===== src/hw/gicl_params.svh =====
// Purpose: constants for the gated input capture latch bank
// Assumes: included by the package and by every design file
// Notes: offsets are byte addresses on a 32-bit register bus
`ifndef GICL_PARAMS_SVH
`define GICL_PARAMS_SVH

// ***************************************************************
// widths
// ***************************************************************
`define GICL_BANK_W 4
`define GICL_ADDR_W 8
`define GICL_DATA_W 32
`define GICL_CNT_W 16

// ***************************************************************
// register offsets
// ***************************************************************
`define GICL_OFF_CTRL 8'h00
`define GICL_OFF_STATUS 8'h04
`define GICL_OFF_PAD 8'h08
`define GICL_OFF_COUNT 8'h0C

// ***************************************************************
// control fields
// ***************************************************************
`define GICL_CTRL_LOW_GATE 0
`define GICL_CTRL_PRESET 1
`define GICL_CTRL_STB_INV 2
`define GICL_CTRL_SOFT_INIT 3
`define GICL_CTRL_LOW_GATE_RST 1'b0
`define GICL_CTRL_STB_INV_RST 1'b0

// ***************************************************************
// status fields
// ***************************************************************
`define GICL_ST_LEVEL_LSB 0
`define GICL_ST_EDGE_LSB 4
`define GICL_ST_GATE 8
`define GICL_ST_GATE_EN 9
`define GICL_ST_OPEN 10

// ***************************************************************
// bus answers and fillers
// ***************************************************************
`define GICL_RESP_OKAY 2'b00
`define GICL_RESP_SLVERR 2'b10
`define GICL_ZERO32 32'h0000_0000
`define GICL_CNT_ZERO 16'h0000
`define GICL_CNT_ONE 16'h0001
`define GICL_BANK_ZERO 4'h0

`endif


===== src/hw/gicl_pkg.sv =====
// Purpose: shared types for the gated input capture latch bank
// Assumes: gicl_params.svh supplies every width but the strobe and response widths
// Notes: bus bundles follow the published AXI4-Lite signal names
`include "gicl_params.svh"

package gicl_pkg;

   // ************************************************************
   // register bus bundles
   // ************************************************************
   typedef struct packed {
      logic awvalid;
      logic [`GICL_ADDR_W-1:0] awaddr;
      logic wvalid;
      logic [`GICL_DATA_W-1:0] wdata;
      logic [3:0] wstrb;
      logic bready;
      logic arvalid;
      logic [`GICL_ADDR_W-1:0] araddr;
      logic rready;
   } gicl_axil_req_t;

   typedef struct packed {
      logic awready;
      logic wready;
      logic bvalid;
      logic [1:0] bresp;
      logic arready;
      logic rvalid;
      logic [`GICL_DATA_W-1:0] rdata;
      logic [1:0] rresp;
   } gicl_axil_rsp_t;

   // ************************************************************
   // pad side and control bundles
   // ************************************************************
   typedef struct packed {
      logic gate;
      logic gate_enable_in;
      logic [`GICL_BANK_W-1:0] data;
   } gicl_pad_t;

   typedef struct packed {
      logic strobe_inv;
      logic preset;
      logic low_gate;
   } gicl_ctrl_t;

endpackage


===== src/hw/gicl_latch_cell.sv =====
// Purpose: one bit of the capture bank, level view and edge view
// Assumes: gate events already decoded by the bank
// Notes: clocked model of a transparent latch, one cycle late
`timescale 1ns/1ps
`include "gicl_params.svh"

module gicl_latch_cell #(
   parameter bit INIT_VAL = 1'b0
) (
   // clock and reset
   input wire logic aclk,
   input wire logic aresetn,
   input wire logic ce,
   // control
   input wire logic init_hit,
   input wire logic init_val,
   input wire logic open_now,
   input wire logic closing,
   // data
   input wire logic d,
   output logic level_q,
   output logic edge_q
);

   // ************************************************************
   // level view
   // ************************************************************
   always_ff @(posedge aclk) begin
      if (!aresetn) begin
         level_q <= INIT_VAL;                     // [RL3] [RL4]
      end else if (ce) begin
         if (init_hit) begin
            level_q <= init_val;                  // [RL5]
         end else if (open_now || closing) begin
            // closing cycle loads too: value at the gate edge wins
            level_q <= d;                         // [RL1] [RL2] [RL12]
         end
      end
   end

   // ************************************************************
   // edge view
   // ************************************************************
   always_ff @(posedge aclk) begin
      if (!aresetn) begin
         edge_q <= INIT_VAL;
      end else if (ce) begin
         if (init_hit) begin
            edge_q <= init_val;                   // [RL5]
         end else if (closing) begin
            edge_q <= d;                          // [RL7] [RL8] [RL9]
         end
      end
   end

endmodule


===== src/hw/gicl_axil_port.sv =====
// Purpose: AXI4-Lite slave front end for the capture bank
// Assumes: one write and one read outstanding at most
// Notes: address and data may arrive in either order
`timescale 1ns/1ps
`include "gicl_params.svh"

module gicl_axil_port (
   // clock and reset
   input wire logic aclk,
   input wire logic aresetn,
   input wire logic ce,
   // bus
   input wire gicl_pkg::gicl_axil_req_t req,
   output gicl_pkg::gicl_axil_rsp_t rsp,
   // register side
   output logic wr_en,
   output logic [`GICL_ADDR_W-1:0] wr_addr,
   output logic [`GICL_DATA_W-1:0] wr_data,
   output logic [3:0] wr_strb,
   input wire logic wr_ok,
   output logic [`GICL_ADDR_W-1:0] rd_addr,
   input wire logic [`GICL_DATA_W-1:0] rd_data,
   input wire logic rd_ok
);

   logic aw_take;
   logic w_take;
   logic b_take;
   logic ar_take;
   logic r_take;

   assign aw_take = req.awvalid && rsp.awready;
   assign w_take = req.wvalid && rsp.wready;
   assign b_take = rsp.bvalid && req.bready;
   assign ar_take = req.arvalid && rsp.arready;
   assign r_take = rsp.rvalid && req.rready;
   // both halves held, response not yet raised
   assign wr_en = !rsp.awready && !rsp.wready && !rsp.bvalid;
   assign rd_addr = req.araddr;

   // ************************************************************
   // write address and data
   // ************************************************************
   always_ff @(posedge aclk) begin
      if (!aresetn) begin
         rsp.awready <= 1'b1;
         wr_addr <= `GICL_OFF_CTRL;
      end else if (ce) begin
         if (aw_take) begin
            rsp.awready <= 1'b0;
            wr_addr <= req.awaddr;
         end else if (b_take) begin
            rsp.awready <= 1'b1;
         end
      end
   end

   always_ff @(posedge aclk) begin
      if (!aresetn) begin
         rsp.wready <= 1'b1;
         wr_data <= `GICL_ZERO32;
         wr_strb <= 4'h0;
      end else if (ce) begin
         if (w_take) begin
            rsp.wready <= 1'b0;
            wr_data <= req.wdata;
            wr_strb <= req.wstrb;
         end else if (b_take) begin
            rsp.wready <= 1'b1;
         end
      end
   end

   // ************************************************************
   // write response
   // ************************************************************
   always_ff @(posedge aclk) begin
      if (!aresetn) begin
         rsp.bvalid <= 1'b0;
         rsp.bresp <= `GICL_RESP_OKAY;
      end else if (ce) begin
         if (wr_en) begin
            rsp.bvalid <= 1'b1;
            rsp.bresp <= wr_ok ? `GICL_RESP_OKAY : `GICL_RESP_SLVERR;
         end else if (b_take) begin
            rsp.bvalid <= 1'b0;
         end
      end
   end

   // ************************************************************
   // read channel
   // ************************************************************
   always_ff @(posedge aclk) begin
      if (!aresetn) begin
         rsp.arready <= 1'b1;
         rsp.rvalid <= 1'b0;
         rsp.rdata <= `GICL_ZERO32;
         rsp.rresp <= `GICL_RESP_OKAY;
      end else if (ce) begin
         if (ar_take) begin
            rsp.arready <= 1'b0;
            rsp.rvalid <= 1'b1;
            rsp.rdata <= rd_data;
            rsp.rresp <= rd_ok ? `GICL_RESP_OKAY : `GICL_RESP_SLVERR;
         end else if (r_take) begin
            rsp.arready <= 1'b1;
            rsp.rvalid <= 1'b0;
         end
      end
   end

endmodule


===== src/hw/gicl_bank.sv =====
// Purpose: gated input capture latch bank with register access
// Assumes: pad inputs synchronous to aclk, no input buffer stage
// Notes: gate polarity, power-on value and strobe sense are set
//        by software; power-on value at reset is a parameter
`timescale 1ns/1ps
`include "gicl_params.svh"

// Notes on behaviour
// [RL1] inverted gate: low gate with enable high makes output follow data
// [RL2] inverted gate: data at the rising gate edge is captured and held
// [RL3] preset variant powers up with every output high
// [RL4] clear and enabled variants power up with every output low
// [RL5] init strobe returns every bit to its power-on value
// [RL6] init strobe active high, sense flipped by an inverter select
// [RL7] each bit offers a level view and a gate edge view
// [RL8] high-transparent latch pairs with falling-edge register
// [RL9] low-transparent latch pairs with rising-edge register
// [RL10] four bits share one gate and one enable, each independent
// [RL11] enable low holds outputs whatever gate and data do
// [RL12] normal gate: follow data while high, keep value at the fall
module gicl_bank #(
   parameter bit PRESET_VARIANT = 1'b0
) (
   // clock and reset
   input wire logic aclk,
   input wire logic aresetn,
   input wire logic ce,
   // register bus
   input wire gicl_pkg::gicl_axil_req_t axil_req,
   output gicl_pkg::gicl_axil_rsp_t axil_rsp,
   // pad side
   input wire gicl_pkg::gicl_pad_t input_pad,
   input wire logic global_init_strobe,
   // captured views
   output logic [`GICL_BANK_W-1:0] level_q,
   output logic [`GICL_BANK_W-1:0] edge_q
);

   // ************************************************************
   // decoding helpers
   // ************************************************************
   function automatic logic addr_known(
      input logic [`GICL_ADDR_W-1:0] a
   );
      addr_known = (a == `GICL_OFF_CTRL) || (a == `GICL_OFF_STATUS) ||
                   (a == `GICL_OFF_PAD) || (a == `GICL_OFF_COUNT);
   endfunction

   function automatic logic gate_active(
      input logic g,
      input logic low_gate
   );
      gate_active = low_gate ? !g : g;
   endfunction

   // ************************************************************
   // declarations
   // ************************************************************
   gicl_pkg::gicl_ctrl_t ctrl_reg;
   logic soft_init_reg;
   logic open_prev_reg;
   logic [`GICL_CNT_W-1:0] count_reg;
   logic [`GICL_CNT_W-1:0] count_next;
   logic wr_en;
   logic [`GICL_ADDR_W-1:0] wr_addr;
   logic [`GICL_DATA_W-1:0] wr_data;
   logic [3:0] wr_strb;
   logic [`GICL_ADDR_W-1:0] rd_addr;
   logic [`GICL_DATA_W-1:0] rd_data;
   logic open_now;
   logic was_open;
   logic closing;
   logic init_hit;
   logic strobe_seen;

   // ************************************************************
   // register bus slave
   // ************************************************************
   gicl_axil_port u_port (
      .aclk(aclk),
      .aresetn(aresetn),
      .ce(ce),
      .req(axil_req),
      .rsp(axil_rsp),
      .wr_en(wr_en),
      .wr_addr(wr_addr),
      .wr_data(wr_data),
      .wr_strb(wr_strb),
      .wr_ok(addr_known(wr_addr)),
      .rd_addr(rd_addr),
      .rd_data(rd_data),
      .rd_ok(addr_known(rd_addr))
   );

   // ************************************************************
   // control register
   // ************************************************************
   always_ff @(posedge aclk) begin
      if (!aresetn) begin
         ctrl_reg.low_gate <= `GICL_CTRL_LOW_GATE_RST;
         ctrl_reg.preset <= PRESET_VARIANT;
         ctrl_reg.strobe_inv <= `GICL_CTRL_STB_INV_RST;
      end else if (ce) begin
         if (wr_en && wr_addr == `GICL_OFF_CTRL && wr_strb[0]) begin
            ctrl_reg.low_gate <= wr_data[`GICL_CTRL_LOW_GATE];
            ctrl_reg.preset <= wr_data[`GICL_CTRL_PRESET];
            ctrl_reg.strobe_inv <= wr_data[`GICL_CTRL_STB_INV];
         end
      end
   end

   // software init: one cycle pulse, self clearing
   always_ff @(posedge aclk) begin
      if (!aresetn) begin
         soft_init_reg <= 1'b0;
      end else if (ce) begin
         soft_init_reg <= wr_en && wr_addr == `GICL_OFF_CTRL &&
                          wr_strb[0] && wr_data[`GICL_CTRL_SOFT_INIT];
      end
   end

   // ************************************************************
   // gate event decode
   // ************************************************************
   // strobe sense flip stands in for the inverter at the startup element
   assign strobe_seen = global_init_strobe ^ ctrl_reg.strobe_inv; // [RL6]
   assign init_hit = strobe_seen || soft_init_reg;                // [RL5]
   // enable low blocks both opening and closing, so nothing moves
   assign open_now = input_pad.gate_enable_in &&
                     gate_active(input_pad.gate, ctrl_reg.low_gate);
   // latch state, not gate level: a fall under enable low is no edge
   assign was_open = open_prev_reg;
   assign closing = input_pad.gate_enable_in && was_open &&
                    !gate_active(input_pad.gate, ctrl_reg.low_gate);
   // [RL11]

   always_ff @(posedge aclk) begin
      if (!aresetn) begin
         open_prev_reg <= 1'b0;
      end else if (ce) begin
         open_prev_reg <= open_now;               // [RL11]
      end
   end

   // ************************************************************
   // latch bank
   // ************************************************************
   // one shared gate and enable, one cell per pad bit
   genvar gi;
   generate
      for (gi = 0; gi < `GICL_BANK_W; gi++) begin : g_cell
         gicl_latch_cell #(
            .INIT_VAL(PRESET_VARIANT)
         ) u_cell (
            .aclk(aclk),
            .aresetn(aresetn),
            .ce(ce),
            .init_hit(init_hit),
            .init_val(ctrl_reg.preset),
            .open_now(open_now),
            .closing(closing),
            .d(input_pad.data[gi]),
            .level_q(level_q[gi]),
            .edge_q(edge_q[gi])
         );                                       // [RL10]
      end
   endgenerate

   // ************************************************************
   // capture counter
   // ************************************************************
   // counts closing gate edges not under init; a closing edge in the clearing cycle
   // is kept, so software never loses one
   always_comb begin
      count_next = count_reg;
      if (wr_en && wr_addr == `GICL_OFF_COUNT) begin
         count_next = `GICL_CNT_ZERO;
      end
      if (closing && !init_hit) begin
         count_next = count_next + `GICL_CNT_ONE;
      end
   end

   always_ff @(posedge aclk) begin
      if (!aresetn) begin
         count_reg <= `GICL_CNT_ZERO;
      end else if (ce) begin
         count_reg <= count_next;
      end
   end

   // ************************************************************
   // read mux
   // ************************************************************
   always_comb begin
      rd_data = `GICL_ZERO32;
      unique case (rd_addr)
         `GICL_OFF_CTRL: begin
            rd_data[`GICL_CTRL_LOW_GATE] = ctrl_reg.low_gate;
            rd_data[`GICL_CTRL_PRESET] = ctrl_reg.preset;
            rd_data[`GICL_CTRL_STB_INV] = ctrl_reg.strobe_inv;
         end
         `GICL_OFF_STATUS: begin
            rd_data[`GICL_ST_LEVEL_LSB +: `GICL_BANK_W] = level_q;
            rd_data[`GICL_ST_EDGE_LSB +: `GICL_BANK_W] = edge_q;
            rd_data[`GICL_ST_GATE] = input_pad.gate;
            rd_data[`GICL_ST_GATE_EN] = input_pad.gate_enable_in;
            rd_data[`GICL_ST_OPEN] = open_now;
         end
         `GICL_OFF_PAD: begin
            rd_data[`GICL_BANK_W-1:0] = input_pad.data;
         end
         `GICL_OFF_COUNT: begin
            rd_data[`GICL_CNT_W-1:0] = count_reg;
         end
         default: begin
            rd_data = `GICL_ZERO32;
         end
      endcase
   end

endmodule


===== config.mk =====
export PLATFORM = sky130hd
export DESIGN_NAME = gicl_bank
export DESIGN_NICKNAME = d
export VERILOG_FILES = /design/src/hw/gicl_pkg.sv /design/src/hw/gicl_latch_cell.sv /design/src/hw/gicl_axil_port.sv /design/src/hw/gicl_bank.sv
export VERILOG_INCLUDE_DIRS = /design/src /design/src/hw
export SDC_FILE = /design/constraint.sdc
export NUM_CORES = 1
export LEC_CHECK = 0
export BUFFER_PORTS_ARGS = -buffer_cell sky130_fd_sc_hd__buf_2
export CAP_MARGIN = 40
export CORE_ASPECT_RATIO = 0.75
export CORE_MARGIN = 10
export CORE_UTILIZATION = 40
export DETAILED_ROUTE_END_ITERATION = 10
export PLACE_DENSITY = 0.67
export SKIP_CTS_REPAIR_TIMING = 1
export SLEW_MARGIN = 20
export SYNTH_ARGS = -nofsm -noshare
export SYNTH_HDL_FRONTEND = slang
export SYNTH_SLANG_ARGS = --single-unit

===== constraint.sdc =====
create_clock -name aclk -period 2 [get_ports aclk]
set_input_delay 0.2 -clock aclk [delete_from_list [all_inputs] [get_ports aclk]]
set_output_delay 0.2 -clock aclk [all_outputs]
set_load 0.05 [all_outputs]

* Word level (Yosys, flattened, before mapping) *
Cells that the tools add are included.
Widths: inputs -> output; s select.

word-level totals
  output and inout port bits = 49
  memory bits (read-only) = 0
  bits in latches = 0
  bits in writable memories = 0
  word-level logic and storage cells = 113
  memories = 0
  input port bits = 67
  register bits after elaboration = 67

operators by class
  div/mod/pow operators = 0
  equality and inequality tests = 6
  reduce and logical (&&, ||, !) cells = 48
  mux-type cells = 32
  add/subtract/negate cells = 1
  shift operators = 0
  bitwise gates (word level) = 1
  order comparisons = 0
  multiply operators = 0

operators with widths
  cell                   count
  $eq 8x4->1 const B     4
  $mux 16                2
  $mux 1                 22
  $reduce_and 2->1       11
  $add 16x1->16 const B  1
  $eq 8x3->1 const B     2
  $logic_not 8->1        2
  $logic_and 1x1->1      15
  $pmux 7 s2             1
  $pmux 3 s4             1
  $reduce_bool 2->1      6
  $logic_or 1x1->1       8
  $mux 2                 4
  $logic_not 1->1        6
  $mux 5                 1
  $pmux 1 s3             1
  $xor 1x1->1            1

* Longest topological paths before layout *
  depth after elaboration = 7
  depth in mapped cells = 8
  depth with buffers taken out = 8

* Modules after synthesis *
A second synthesis with hierarchy kept.

second synthesis, totals
  cells, all modules = 610
  area total of the unflattened synthesis = 5441.5 µm²

modules (own cells, without submodules)
  module           sequential area each (µm²)  times used  area an instance (µm²)  cells an instance
  gicl_axil_port   1661.6                      1           3462.1                  370
  gicl_bank        420.4                       1           1554.0                  192
  gicl_latch_cell  40.0                        4           106.4                   12

* Worst setup path before layout *
No wires, ideal clock.

  path kind = flip-flop to flip-flop
  from = reg u_port.rsp[40] (netlist name)
  to = reg count_reg[10]
  cell stages (with the launch flop) = 9
  required time = 1879 ps
  path slack = -451 ps
  setup time = 121 ps
  data arrival time = 2330 ps
  period minus slack after synthesis = 2451 ps
  buffers on the path = 0
  path through = dfxtp_1 -> nor3_1 -> nand4_1 -> and2_1 -> ha_1 -> nand4b_1 -> nand2b_1 -> nor4_1 -> mux2_2

between the ends
  longest elaborated chain between the ends = 7

RTL lines
  item                                    RTL line              text
  from (decl)                             gicl_axil_port.sv:14  output gicl_pkg::gicl_axil_rsp_t rsp,
  $logic_not 1->1 (*)                     gicl_axil_port.sv:38  assign wr_en = !rsp.awready && !rsp.wready && !rsp.bvalid;
  $logic_and 1x1->1 (*) (2 in series)     gicl_axil_port.sv:38
  $logic_and 1x1->1 (no source line) (*)  n/a
  $mux 16 (*)                             gicl_bank.sv:176      if (wr_en && wr_addr == `GICL_OFF_COUNT) begin
  $add 16x1->16 (no source line)          n/a
  $mux 16 (*)                             gicl_bank.sv:179      if (closing && !init_hit) begin
  to (signal assigned)                    gicl_bank.sv:186      count_reg <= `GICL_CNT_ZERO;
  to (signal assigned)                    gicl_bank.sv:188      count_reg <= count_next;
  to (decl)                               gicl_bank.sv:62       logic [`GICL_CNT_W-1:0] count_reg;

Mark *: on every way between the ends. The rest lies on a longest branch, timed or not.
A chain may end at the register's enable or synchronous reset.

* Final worst setup path *
  from = reg u_port.wr_addr[3]
  to = reg count_reg[12]

between the ends
  longest elaborated chain between the ends = 5

RTL lines
  item                                    RTL line              text
  from (decl)                             gicl_axil_port.sv:17  output logic [`GICL_ADDR_W-1:0] wr_addr,
  from (signal assigned)                  gicl_axil_port.sv:47  wr_addr <= `GICL_OFF_CTRL;
  from (signal assigned)                  gicl_axil_port.sv:51  wr_addr <= req.awaddr;
  $eq 8x4->1 (no source line) (*)         n/a
  $logic_and 1x1->1 (no source line) (*)  n/a
  $mux 16 (*)                             gicl_bank.sv:176
  $add 16x1->16 (no source line)          n/a
  $mux 16 (*)                             gicl_bank.sv:179

Marked as above.

==> flow_summary.ini <==
[synthesis]
synth_cell_type_count = 61
synth_xor_area_frac = 0.01260
synthArstFlopShare = 0
synthTopCellsByArea = dfxtp_1, buf_4, mux2i_1
ys.flop_type = dfxtp_1
synthSimpleGateAreaFrac = 0.2438
synth_most_common_cell = dfxtp_1
synth_top_family_by_area = simple AND/OR/NAND/NOR gates
synth_compound_area_frac = 0.1627
synth-seq-area-share = 0.3853
synth_seq_cells = 65
synthMuxAreaShare = 0.09522
yosysTopAreaCell = dfxtp_1
avgSynthCellArea_um2 = 8.863
synth_area_um2 = 3377
yosysWarnings = 0
yosys-top-cells-count = dfxtp_1, nor2_1, nand2_1, buf_4, a21oi_1
synth_edf_count = 0
synth-adder-area-share = 0.003705
yosys.area.top_type_share = 0.3853
netlist_instances = 381

[floorplanning]
rows = 28
num_io_pins = 116
initial_core_util = 0.4191
core_area_um2 = 8058
dieHeight_um = 99.58
fp.dieW_um = 126.1
die-area_um2 = 12560

[global_routing]
grt_first_pass_wirelength_um = 15680
overflow = 0
grt_pass1_vias = 3102
grt_max_degree = 54
antenna_found_initial = 0
grt_use_total = 0.1487

[setup_path]
end_kind = register
r2r_slack_ns = 0.07
crit_type = register to register
arrival_ns = 2.16
worstPathRequired_ns = 2.23
r2r-end = count_reg[12]
startpoint = u_port.wr_addr[3]
reg2reg_from = u_port.wr_addr[3]
start_kind = register
critPathMaxFanout = 5
rr_worst_depth = 8
crit_path_end = count_reg[12]

[power_and_ir_drop]
irDropWorstVdd_uv = 485.5
p_leak_nw = 1.838
power_density_nw_per_um2 = 823.8

[timing]
fin_crit_ns = 1.932
fmax_mhz = 517.7
finalSetupTns_ns = 0
finClkSkew_ns = 0.006819
rsz0062_at_grt = yes
tightest_slew_ns = 0.5194
slew_headroom = 0.6509
finalMaxSlewViolations = 0
period_share = 0.9658
setup_viol = 0
finalHoldViolations = 0
holdWs_ns = 0.09972

[routing]
drc = 0
vias = 3094
via_per_inst = 5.496
drt_wl_total_um = 9662
first_iter_violations = 188
wl_per_cell_um = 17.16
first_pass_iters = 6
ant_nets = 0

[finish]
area_growth_pct = 24.97
num-fill-cells = 744
utilization = 0.5238
largest_register_ffs = 23
finish.instance_area_um2 = 4220
drive_gt1_frac = 0.3122
final_cells = 563
nNetsFinal = 521
num_antenna_cells = 0

[run_status]
run_status = complete, no violations

[clock_tree]
cts_tree = yes
root_buffer = clkbuf_16
numCtsBuffers = 9
numClockSinks = 65
htreeDepth = 3
clock_path_buffers = 2
clkSlewWorstSetupHoldPaths_ns = 0.06
clk_latency_ns = 0.33

[placed_design]
portBuffers = 66
dp.cells = 546
place_area_um2 = 3862
place_congestion = 0.8455
hpwl_um = 7181

[job]
drv_cap = 0

[min_path]
hp-class = input pin to register
==> layer usage <==
| layer | routed length [um] | share of wire | track usage | vias up |
|---|---|---|---|---|
| li1 | - | - | - | 1513 |
| met4 | 151 | 0.016 | 0.04541 | 0 |
| met2 | 4416 | 0.46 | 0.2338 | 119 |
| met5 | 0 | 0 | 0 | - |
| met3 | 734 | 0.076 | 0.05093 | 18 |
| met1 | 4359 | 0.45 | 0.1881 | 1444 |
==> per-stage QoR <==
step / power [mW] / setup WS, ns
3_3_place_gp: 1.770 / 0.03950
6_report: 3.477 / 0.06837
3_5_place_dp: 1.777 / 0.01026
5_1_grt: 3.592 / -0.02710
2_1_floorplan: 1.694 / -0.02301
4_1_cts: 3.504 / -0.006008
==> report_power, final <==
part	internal [mW]	switching, mW
Clock	1.13	0.597
Combinational	0.117	0.285
Sequential	1.32	0.0252
Total	2.57	0.907
==> placed cells by master (no fill, tap or decap), types with 6 or more instances in the layout <==
cell	synthesis	routed
inv_1	6	6
nand4_1	9	9
conb_1	1	18
clkbuf_16	0	9
dfxtp_1	65	60
o21ai_0	10	10
buf_2	3	66
a21oi_1	20	20
mux2_2	8	8
mux2i_1	16	16
buf_4	29	24
and3_1	15	15
nand3_1	11	11
nor2_1	39	38
a22oi_1	11	11
nand2_1	38	38
==> how the worst min path moves through the flow <==
stage / startpoint / end / slack, ns / cells past startpoint
after global routing: axil_req[49] / u_port.wr_addr[1] / 0.10 / 3
after global placement: axil_req[18] / u_port.wr_data[3] / 0.44 / 3
after detailed placement: axil_req[15] / u_port.wr_data[0] / 0.44 / 3
final: axil_req[15] / u_port.wr_data[0] / 0.1 / 3
after floorplan: axil_req[54] / u_port.wr_addr[6] / 0.33 / 2
after CTS: axil_req[54] / u_port.wr_addr[6] / 0.09 / 3
==> cells by family after synthesis <==
logic type                 Yosys count
AOI/OAI and AO/OA                   78
xor gates and xnor gates             4
adders and majority gates            1
buffers and inverters               54
DFF                                 65
muxes                               27
other                                1
and+or+nand+nor                    151
==> critical path, stage by stage (launching register included) <==
cell      delay [ns]
dfxtp_2         0.32
and2_4          0.16
nand4_1         0.13
and2_4          0.18
ha_4            0.13
nand4b_1        0.14
nand2b_4        0.22
nor4_4          0.18
mux2_2          0.36
==> area by class of cell <==
class	instances	area [um2]	area share
clock buffers	10	239.0	0.05663
clock inverters	6	90.09	0.02135
inverters	7	26.28	0.006226
multi-input cells	279	1888	0.4474
flip-flops and latches	65	1315	0.3116
well taps	105	131.4	0.03113
repair buffers	91	530.5	0.1257
Power figures use the tool's default switching activity.
